### src/pcd_pkg.sv
// constants and types shared by the context-entry decoder files
// assumes a 32-bit ahb-lite register bus and one 20 mhz clock
package pcd_pkg;

  // register byte offsets
  localparam logic [7:0] OFS_CAP       = 8'h00;
  localparam logic [7:0] OFS_ENTRY     = 8'h04;
  localparam logic [7:0] OFS_EFFECTIVE = 8'h08;
  localparam logic [7:0] OFS_IRQ_STAT  = 8'h0c;
  localparam logic [7:0] OFS_IRQ_CLR   = 8'h10;
  localparam logic [7:0] OFS_IRQ_EN    = 8'h14;

  // capability register bit positions
  localparam int CAP_PASID    = 0;
  localparam int CAP_NESTING  = 1;
  localparam int CAP_PAGE_REQ = 2;
  localparam int CAP_DEFER    = 3;
  localparam int CAP_W        = 4;

  // context entry low word bit positions
  localparam int ENT_PRESENT    = 0;
  localparam int ENT_FAULT_OFF  = 1;
  localparam int ENT_TT_LO      = 2;
  localparam int ENT_TT_HI      = 4;
  localparam int ENT_MEMTYPE_LO = 5;
  localparam int ENT_MEMTYPE_HI = 7;
  localparam int ENT_DEFER_EN   = 8;
  localparam int ENT_PRE        = 9;
  localparam int ENT_NESTING_EN = 10;
  localparam int ENT_PASID_EN   = 11;
  localparam int ENT_W          = 12;

  // index of each qualified control bit inside the qualifier vectors
  localparam int Q_DEFER   = 0;
  localparam int Q_PRE     = 1;
  localparam int Q_NESTING = 2;
  localparam int Q_PASID   = 3;
  localparam int Q_W       = 4;

  // effective register bit positions
  localparam int EFF_PASID      = 0;
  localparam int EFF_NESTING    = 1;
  localparam int EFF_PRE        = 2;
  localparam int EFF_DEFER      = 3;
  localparam int EFF_FIRST_ONLY = 4;
  localparam int EFF_NESTED     = 5;
  localparam int EFF_FAULT_OFF  = 6;
  localparam int EFF_PRESENT    = 7;

  // interrupt event bit positions
  localparam int EV_PASID_BLK = 0;
  localparam int EV_PREQ_BLK  = 1;
  localparam int EV_SUPD_BLK  = 2;
  localparam int EV_NP_BLK    = 3;
  localparam int EV_W         = 4;

  // reset values
  localparam logic [CAP_W-1:0] RST_CAP    = 4'hf;
  localparam logic [ENT_W-1:0] RST_ENTRY  = 12'h000;
  localparam logic [EV_W-1:0]  RST_IRQ_EN = 4'h0;

  // request kinds presented by the i/o side
  typedef enum logic [1:0] {
    PCD_KIND_DMA,
    PCD_KIND_PAGE_REQ,
    PCD_KIND_STATE_UPD,
    PCD_KIND_RSVD
  } pcd_kind_t;

  // how an accepted request is to be walked
  typedef enum logic [1:0] {
    PCD_WALK_NONE,
    PCD_WALK_LEGACY,
    PCD_WALK_FIRST_ONLY,
    PCD_WALK_NESTED
  } pcd_walk_t;

endpackage

### src/pcd_qual_if.sv
// carrier between the decoder and its reserved-bit qualifiers
// assumes one instance per decoder; each qualifier drives one bit of eff
interface pcd_qual_if;
  logic [pcd_pkg::Q_W-1:0] raw;
  logic [pcd_pkg::Q_W-1:0] cap;
  logic [pcd_pkg::Q_W-1:0] gate;
  logic [pcd_pkg::Q_W-1:0] eff;

  modport qual
  (
    input  raw,
    input  cap,
    input  gate,
    output eff
  );

  modport ctl
  (
    output raw,
    output cap,
    output gate,
    input  eff
  );
endinterface

### src/pcd_bit_qual.sv
// one entry control bit reduced to its effective value
// assumes cap and gate are already combined by the decoder
module pcd_bit_qual #(
  parameter int IDX = 0
)
(
  pcd_qual_if.qual q
);
  // an unsupported or gated-off bit behaves exactly like a stored zero
  assign q.eff[IDX] = q.raw[IDX] & q.cap[IDX] & q.gate[IDX];
endmodule

### src/pcd_ctx_decode.sv
// pasid control decode of an extended context entry, ahb-lite slave
// assumes a single master, single word transfers, one clock sys_clk
// request inputs come from logic on the same clock and need no synchroniser

// Summary of operation
// - no pasid capability: enable bit reads zero
// - pasid enable clear: block pasid requests
// - pasid enable set: process per type, nesting
// - no nesting capability: nested bit reads zero
// - nested and deferred bits ignored without pasid
// - nested clear: first-level translation only
// - nested set: first then second level
// - page request bit zero if unsupported type
// - page requests allowed only when enabled
// - no deferred capability: deferred bit reads zero
// - deferred clear: block state update messages
// - deferred set: process via state table
// - entry absent: only fault disable honoured
module pcd_ctx_decode
(
  input  wire logic                      sys_clk,
  input  wire logic                      nrst,
  input  wire logic                      hsel,
  input  wire logic [31:0]               haddr,
  input  wire logic [1:0]                htrans,
  input  wire logic                      hwrite,
  input  wire logic [2:0]                hsize,
  input  wire logic [31:0]               hwdata,
  input  wire logic                      hready,
  output logic                           hreadyout,
  output logic                           hresp,
  output logic [31:0]                    hrdata,
  input  wire logic                      req_valid,
  input  wire logic                      req_has_pasid,
  input  wire pcd_pkg::pcd_kind_t        req_kind,
  output logic                           rsp_valid,
  output logic                           rsp_block,
  output pcd_pkg::pcd_walk_t             rsp_walk,
  output logic                           rsp_use_state_table,
  output logic                           rsp_fault_report,
  output logic                           irq
);

  // all state lives in one struct: one always_comb builds st_nxt,
  // one always_ff registers it.
  // cap      - capability bits software may lower to model a smaller unit
  // entry    - low control word of the context entry, stored as written
  // irq_*    - sticky event bits and their enables
  // dph_*    - write captured in the address phase, applied one cycle later
  // rdata    - read data registered in the address phase
  // rsp_*    - decision for the request seen on the previous edge
  typedef struct packed {
    logic [pcd_pkg::CAP_W-1:0] cap;
    logic [pcd_pkg::ENT_W-1:0] entry;
    logic [pcd_pkg::EV_W-1:0]  irq_stat;
    logic [pcd_pkg::EV_W-1:0]  irq_en;
    logic                      dph_wr;
    logic [7:0]                dph_addr;
    logic [31:0]               rdata;
    logic                      rsp_valid;
    logic                      rsp_block;
    pcd_pkg::pcd_walk_t        rsp_walk;
    logic                      rsp_state;
    logic                      rsp_fault;
  } pcd_state_t;

  pcd_state_t st_r;
  pcd_state_t st_nxt;

  pcd_qual_if qif ();

  logic                        present;
  logic                        tt_has_devtlb;
  logic [pcd_pkg::Q_W-1:0]     eff;
  logic [pcd_pkg::ENT_W-1:0]   entry_view;
  logic [31:0]                 eff_word;
  logic                        addr_phase;
  logic [pcd_pkg::EV_W-1:0]    events;
  logic                        blk;
  pcd_pkg::pcd_walk_t          walk;

  genvar gi;
  generate
    for (gi = 0; gi < pcd_pkg::Q_W; gi++)
    begin : g_qual
      pcd_bit_qual #(
        .IDX (gi)
      ) u_qual (
        .q (qif.qual)
      );
    end
  endgenerate

  assign present       = st_r.entry[pcd_pkg::ENT_PRESENT];
  // odd translation types are the ones that allow device-tlbs
  assign tt_has_devtlb = st_r.entry[pcd_pkg::ENT_TT_LO];

  // the stored bits are never altered by the qualifiers: lowering a
  // capability hides a bit, raising it again brings the stored value back.
  // this costs nothing and lets software probe capabilities safely.
  assign qif.raw[pcd_pkg::Q_PASID]    = st_r.entry[pcd_pkg::ENT_PASID_EN];
  assign qif.raw[pcd_pkg::Q_NESTING]  = st_r.entry[pcd_pkg::ENT_NESTING_EN];
  assign qif.raw[pcd_pkg::Q_PRE]      = st_r.entry[pcd_pkg::ENT_PRE];
  assign qif.raw[pcd_pkg::Q_DEFER]    = st_r.entry[pcd_pkg::ENT_DEFER_EN];
  assign qif.cap[pcd_pkg::Q_PASID]    = st_r.cap[pcd_pkg::CAP_PASID];
  assign qif.cap[pcd_pkg::Q_NESTING]  = st_r.cap[pcd_pkg::CAP_NESTING];
  assign qif.cap[pcd_pkg::Q_PRE]      = st_r.cap[pcd_pkg::CAP_PAGE_REQ] & tt_has_devtlb;
  assign qif.cap[pcd_pkg::Q_DEFER]    = st_r.cap[pcd_pkg::CAP_DEFER];
  // an absent entry forces every qualified control bit to its inert value
  assign qif.gate[pcd_pkg::Q_PASID]   = present;
  assign qif.gate[pcd_pkg::Q_PRE]     = present;
  // nesting and deferred invalidation only mean something under pasid;
  // the gate reads the already qualified pasid bit, so there is no loop:
  // that bit depends on raw, cap and present alone
  assign qif.gate[pcd_pkg::Q_NESTING] = present & qif.eff[pcd_pkg::Q_PASID];
  assign qif.gate[pcd_pkg::Q_DEFER]   = present & qif.eff[pcd_pkg::Q_PASID];
  assign eff = qif.eff;

  // readback shows unsupported bits as zero, everything else as stored
  // note: readback is not gated by present or pasid, only by capability
  // and type, so software reads what it wrote whenever it is supported
  always_comb
  begin
    entry_view = st_r.entry;
    entry_view[pcd_pkg::ENT_PASID_EN]   = st_r.entry[pcd_pkg::ENT_PASID_EN]
                                          & st_r.cap[pcd_pkg::CAP_PASID];
    entry_view[pcd_pkg::ENT_NESTING_EN] = st_r.entry[pcd_pkg::ENT_NESTING_EN]
                                          & st_r.cap[pcd_pkg::CAP_NESTING];
    entry_view[pcd_pkg::ENT_PRE]        = st_r.entry[pcd_pkg::ENT_PRE]
                                          & st_r.cap[pcd_pkg::CAP_PAGE_REQ]
                                          & tt_has_devtlb;
    entry_view[pcd_pkg::ENT_DEFER_EN]   = st_r.entry[pcd_pkg::ENT_DEFER_EN]
                                          & st_r.cap[pcd_pkg::CAP_DEFER];
  end

  // effective view: what the request decision below really uses
  always_comb
  begin
    eff_word = 32'h0000_0000;
    eff_word[pcd_pkg::EFF_PASID]      = eff[pcd_pkg::Q_PASID];
    eff_word[pcd_pkg::EFF_NESTING]    = eff[pcd_pkg::Q_NESTING];
    eff_word[pcd_pkg::EFF_PRE]        = eff[pcd_pkg::Q_PRE];
    eff_word[pcd_pkg::EFF_DEFER]      = eff[pcd_pkg::Q_DEFER];
    eff_word[pcd_pkg::EFF_FIRST_ONLY] = eff[pcd_pkg::Q_PASID] & ~eff[pcd_pkg::Q_NESTING];
    eff_word[pcd_pkg::EFF_NESTED]     = eff[pcd_pkg::Q_PASID] & eff[pcd_pkg::Q_NESTING];
    // fault disable is honoured even for an absent entry
    eff_word[pcd_pkg::EFF_FAULT_OFF]  = st_r.entry[pcd_pkg::ENT_FAULT_OFF];
    eff_word[pcd_pkg::EFF_PRESENT]    = present;
  end

  // request decision, one per valid cycle
  // the decision is purely combinational on the registered entry, so a
  // request right after an entry write sees the new entry.
  // unused request fields (pasid on page requests, for one) are ignored.
  always_comb
  begin
    blk    = 1'b0;
    walk   = pcd_pkg::PCD_WALK_NONE;
    events = '0;
    if (req_valid)
    begin
      if (!present)
      begin
        blk = 1'b1;
        events[pcd_pkg::EV_NP_BLK] = 1'b1;
      end
      else
      begin
        case (req_kind)
          pcd_pkg::PCD_KIND_DMA:
          begin
            if (!req_has_pasid)
              walk = pcd_pkg::PCD_WALK_LEGACY;
            else if (!eff[pcd_pkg::Q_PASID])
            begin
              blk = 1'b1;
              events[pcd_pkg::EV_PASID_BLK] = 1'b1;
            end
            else if (eff[pcd_pkg::Q_NESTING])
              walk = pcd_pkg::PCD_WALK_NESTED;
            else
              walk = pcd_pkg::PCD_WALK_FIRST_ONLY;
          end
          pcd_pkg::PCD_KIND_PAGE_REQ:
          begin
            if (!eff[pcd_pkg::Q_PRE])
            begin
              blk = 1'b1;
              events[pcd_pkg::EV_PREQ_BLK] = 1'b1;
            end
          end
          pcd_pkg::PCD_KIND_STATE_UPD:
          begin
            if (!eff[pcd_pkg::Q_DEFER])
            begin
              blk = 1'b1;
              events[pcd_pkg::EV_SUPD_BLK] = 1'b1;
            end
          end
          default:
          begin
            // unknown kinds are never allowed through
            blk = 1'b1;
          end
        endcase
      end
    end
  end

  // ahb-lite slave with no wait states: the address phase is taken when
  // selected with a nonseq or seq transfer while the bus is ready.
  // hsize is not checked; narrow writes are treated as whole words.
  assign addr_phase = hsel & htrans[1] & hready;

  always_comb
  begin
    st_nxt = st_r;
    st_nxt.rsp_valid = req_valid;
    st_nxt.rsp_block = blk;
    st_nxt.rsp_walk  = walk;
    st_nxt.rsp_state = req_valid & ~blk & (req_kind == pcd_pkg::PCD_KIND_STATE_UPD);
    // faults of an absent entry still obey the fault disable bit
    st_nxt.rsp_fault = blk & ~st_r.entry[pcd_pkg::ENT_FAULT_OFF];

    // data phase of a write
    st_nxt.dph_wr = 1'b0;
    if (st_r.dph_wr)
    begin
      case (st_r.dph_addr)
        pcd_pkg::OFS_CAP:    st_nxt.cap    = hwdata[pcd_pkg::CAP_W-1:0];
        pcd_pkg::OFS_ENTRY:  st_nxt.entry  = hwdata[pcd_pkg::ENT_W-1:0];
        pcd_pkg::OFS_IRQ_EN: st_nxt.irq_en = hwdata[pcd_pkg::EV_W-1:0];
        pcd_pkg::OFS_IRQ_CLR:
          st_nxt.irq_stat = st_r.irq_stat & ~hwdata[pcd_pkg::EV_W-1:0];
        default: ;
      endcase
    end
    // a new event wins over a clear in the same cycle
    st_nxt.irq_stat = st_nxt.irq_stat | events;

    // address phase: reads are sampled here so hrdata is a flop
    st_nxt.rdata = 32'h0000_0000;
    if (addr_phase)
    begin
      st_nxt.dph_wr   = hwrite;
      st_nxt.dph_addr = {haddr[7:2], 2'b00};
      if (!hwrite)
      begin
        case ({haddr[7:2], 2'b00})
          pcd_pkg::OFS_CAP:       st_nxt.rdata = {28'h0000000, st_r.cap};
          pcd_pkg::OFS_ENTRY:     st_nxt.rdata = {20'h00000, entry_view};
          pcd_pkg::OFS_EFFECTIVE: st_nxt.rdata = eff_word;
          pcd_pkg::OFS_IRQ_STAT:  st_nxt.rdata = {28'h0000000, st_r.irq_stat};
          pcd_pkg::OFS_IRQ_EN:    st_nxt.rdata = {28'h0000000, st_r.irq_en};
          default:                st_nxt.rdata = 32'h0000_0000;
        endcase
      end
    end
  end

  // synchronous reset; only constants in the reset branch.
  // a write that lands in the reset cycle is lost, which is intended.
  always_ff @(posedge sys_clk)
  begin
    if (!nrst)
    begin
      st_r.cap       <= pcd_pkg::RST_CAP;
      st_r.entry     <= pcd_pkg::RST_ENTRY;
      st_r.irq_stat  <= '0;
      st_r.irq_en    <= pcd_pkg::RST_IRQ_EN;
      st_r.dph_wr    <= 1'b0;
      st_r.dph_addr  <= 8'h00;
      st_r.rdata     <= 32'h0000_0000;
      st_r.rsp_valid <= 1'b0;
      st_r.rsp_block <= 1'b0;
      st_r.rsp_walk  <= pcd_pkg::PCD_WALK_NONE;
      st_r.rsp_state <= 1'b0;
      st_r.rsp_fault <= 1'b0;
    end
    else
    begin
      st_r <= st_nxt;
    end
  end

  // zero wait states, every access answered okay
  assign hreadyout           = 1'b1;
  assign hresp               = 1'b0;
  assign hrdata              = st_r.rdata;
  assign rsp_valid           = st_r.rsp_valid;
  assign rsp_block           = st_r.rsp_block;
  assign rsp_walk            = st_r.rsp_walk;
  assign rsp_use_state_table = st_r.rsp_state;
  assign rsp_fault_report    = st_r.rsp_fault;
  assign irq                 = |(st_r.irq_stat & st_r.irq_en);

endmodule

### config.mk
export PLATFORM = sky130hd
export DESIGN_NAME = pcd_ctx_decode
export DESIGN_NICKNAME = d
export VERILOG_FILES = /design/src/pcd_pkg.sv /design/src/pcd_qual_if.sv /design/src/pcd_bit_qual.sv /design/src/pcd_ctx_decode.sv
export SDC_FILE = /design/constraint.sdc
export NUM_CORES = 1
export LEC_CHECK = 0
export BUFFER_PORTS_ARGS = -buffer_cell sky130_fd_sc_hd__buf_2
export CAP_MARGIN = 20
export CORE_AREA = 4 4 93 95
export DETAILED_ROUTE_END_ITERATION = 10
export DIE_AREA = 0 0 97 99
export PLACE_DENSITY_LB_ADDON = 0.12
export SETUP_SLACK_MARGIN = 0.15
export SYNTH_ARGS = -nofsm -noshare
export SYNTH_HDL_FRONTEND = slang
export SYNTH_SLANG_ARGS = --single-unit
### constraint.sdc
create_clock -name sys_clk -period 2.25 [get_ports sys_clk]
set_input_delay 0.1125 -clock sys_clk [delete_from_list [all_inputs] [get_ports sys_clk]]
set_output_delay 0.1125 -clock sys_clk [all_outputs]
set_load 0.03 [all_outputs]
==> parameters.txt <==
Parameter                              Value

Route
  Average vias per placed instance    4.37
  Via count    1717
  Antenna viol nets, final    0
  DRT Pass-1 Iters    5
  Routed wire length    5360 um
  DR DRC count    0
  Iter 0 DRT Violations    56
  Wire length per cell    13.6 um

Synth
  Primary flip-flop cell chosen by synthesis mapping    sky130_fd_sc_hd__dfxtp_1
  Mapped Cells    between 200 and 300
  Register area share after synthesis    0.431
  Number of enable-type register cells in the synthesized netlist    0
  Synthesized area    roughly 2300 um2
  Cell taking the most area after synthesis    sky130_fd_sc_hd__dfxtp_1
  Leading post-synthesis cells by cell area    sky130_fd_sc_hd__dfxtp_1 (43%), sky130_fd_sc_hd__buf_4 (12%), sky130_fd_sc_hd__nand2_1 (5.4%), sky130_fd_sc_hd__mux2i_1 (5.3%), sky130_fd_sc_hd__nand3_1 (5.1%)
  #FFs+latches synth    49
  Share of the synthesized area in the top cell type    0.431
  Synthesized area per cell    8.72 um2
  Post-synthesis cell type count    37
  Number of warnings issued by yosys    0
  FFs w/ async S/R, synth    0

Finish
  Layout net count    about 370
  Total inserted antenna cells    0
  Commonest non-fill, non-tap cell in the layout    sky130_fd_sc_hd__dfxtp_1
  Most used cells in the layout excluding fill and tap cells    sky130_fd_sc_hd__dfxtp_1 (49), sky130_fd_sc_hd__buf_2 (46), sky130_fd_sc_hd__nand2_1 (33)
  Layout overhead on the synthesized area    9.95%
  Final cell count without fillers    between 300 and 400
  Share of layout cells above drive strength 1    0.213
  Fill cell instance count of the final layout    836
  Layout Cell Area excl Fill    ~2500 um2

Placement
  Cell count after placement    386
  Final GP Congestion    0.781
  Port Buf Inserts    46
  Placement-stage worst setup slack    0.496 ns
  Total cell area at the placement stage    2420 um2
  HPWL after detailed placement    between 4000 and 5000 um

Clock network
  Cts bufs inserted    5
  Number of hold-repair buffers added at the cts stage    0
  CTS root buf    sky130_fd_sc_hd__clkbuf_8
  Skew-Pair Late Insertion Delay    0.30 ns
  Setup Fix Bufs, Post-CTS    0
  Number of gates given a new drive strength after cts    0
  Number of sinks on the clock net    49
  H-tree depth    2
  Clock tree from TritonCTS    done
  Clock Pin Slew Worst Setup and Hold Paths    0.08 ns
  Clock tree buffer depth    2

Outcome
  Outcome    finished clean

Global routing
  Via count of the first global-routing pass    between 1500 and 2000
  Met1 Use GR    0.154
  Number of antenna violations at the first check in global routing    0
  Global-route wire length before repair    about 8600 um
  Met3 demand-to-capacity share in global routing    0.0212
  GR peak layer    met2
  GR met2 Demand/Resource    0.168
  Maximum number of pins on one net before global-route repair    between 40 and 50
  GRT Util Overall    0.111
  Gr ovfl total    0

Floorplanning
  Core region area    7730 um2
  Row cnt    32
  Chip Height    99 um
  Chip width    97 um
  Floorplan die area    9600 um2
  Boundary pin count    about 120
  Starting utilization of the core area    0.295

Hold path
  Worst hold path type    primary input to flip-flop

Worst setup path
  WS Path Type    flip-flop to flip-flop
  CP max FO    4
  CP Capture Type    flip-flop
  Required time of the critical path    approximately 2.5 ns
  Kind of start point of the critical path    flip-flop
  Arrival time at the worst endpoint    1.94 ns

Timing
  Final Skew    roughly 0.0045 ns
  TNS Setup    0 ns
  Crit share post-route    0.776
  Unrepaired setup endpoints after global routing    false
  Max Slew Vio Count    0
  Tightest hold margin    0.0258 ns
  Fin crit period    1.75 ns
  Highest attainable clock frequency    0.573 GHz
  Final setup vio count    0
  Final hold viol count    0
  Final setup margin    0.504 ns

Power and ir drop
  Power density cells    621 nW/um2
  Leakage power total    1.03 nW
  Worst ir drop on vdd    between 150 and 200 uV

Job
  Number of max-cap violations    0
worst max-delay path, cell delays in order (launching register included):
cell	delay, ns
sky130_fd_sc_hd__dfxtp_1	0.32
sky130_fd_sc_hd__or4b_4	0.61
sky130_fd_sc_hd__nor4b_4	0.39
sky130_fd_sc_hd__nand2_1	0.09
sky130_fd_sc_hd__a31o_2	0.24
power breakdown:
group	internal [W]	switching (W)	leakage (nW)
clock network	0.000244	0.000274	0.0443
logic	0.0000423	0.000110	0.587
registers	0.000875	0.00000801	0.396
total	0.00116	0.000392	1.03
synth_stat cells (3+ instances only):
| cell | count |
|---|---|
| sky130_fd_sc_hd__nand2_1 | 33 |
| sky130_fd_sc_hd__o21ai_0 | 15 |
| sky130_fd_sc_hd__a21oi_1 | 4 |
| sky130_fd_sc_hd__and3_1 | 3 |
| sky130_fd_sc_hd__inv_1 | 4 |
| sky130_fd_sc_hd__a22oi_1 | 5 |
| sky130_fd_sc_hd__o2bb2ai_1 | 3 |
| sky130_fd_sc_hd__mux2i_1 | 12 |
| sky130_fd_sc_hd__clkbuf_1 | 7 |
| sky130_fd_sc_hd__o21ai_1 | 4 |
| sky130_fd_sc_hd__nor2b_1 | 9 |
| sky130_fd_sc_hd__nor3_1 | 4 |
| sky130_fd_sc_hd__nand3_1 | 23 |
| sky130_fd_sc_hd__a32oi_1 | 5 |
| sky130_fd_sc_hd__buf_4 | 36 |
| sky130_fd_sc_hd__dfxtp_1 | 49 |
| sky130_fd_sc_hd__nor2_1 | 19 |
worst paths after layout:
kind                        end  depth (start not counted)  slack [ns]          start
setup / recovery       st_r[53]                          4        0.50       st_r[43]
hold / removal       qif.raw[1]                          3        0.03      hwdata[9]
setup reg to reg       st_r[53]                          4        0.50       st_r[43]
hold reg to reg   entry_view[4]                          2        0.48  entry_view[4]
per-layer routing:
metal | up-vias | share of wire | wire length, um
li1 | 895 | - | -
met1 | 759 | 0.49 | 2640
met2 | 57 | 0.42 | 2240
met3 | 6 | 0.069 | 369
met4 | 0 | 0.020 | 107
met5 | - | 0 | 0
final cells by class:
type                    count  area [um2]  area share
clock buffers               7        86.3      0.0345
flip-flops and latches     49         981       0.392
inverters                   4        15.0     0.00600
repair buffers             50         260       0.104
well taps                 102         128      0.0510
multi-input cells         181        1030       0.413
state kept, by name, summed over array words and instances (netlist names), 2 cells and up:
| signal | cells |
|---|---|
| st_r | 16 |
| rsp_walk | 2 |
| qif.raw | 4 |
| eff_word | 2 |
| entry_view | 6 |
| qif.cap | 3 |
| hrdata | 12 |
kinds of logic after synthesis:
family | after synthesis | synth area share
AOI/OAI and AO/OA | 45 | 0.129
buffers and inverters | 51 | 0.148
DFF | 49 | 0.431
muxes | 12 | 0.0528
other | 2 | 0.00330
and+or+nand+nor | 102 | 0.235
through the flow:
step	total power, W	utilization
finish	0.00155	0.324
floorplan	0.00104	-
global placement	0.00106	0.313
global route	0.00163	0.324
detailed placement	0.00106	0.313
CTS	0.00158	0.324
(Power assumes the default switching activity.)
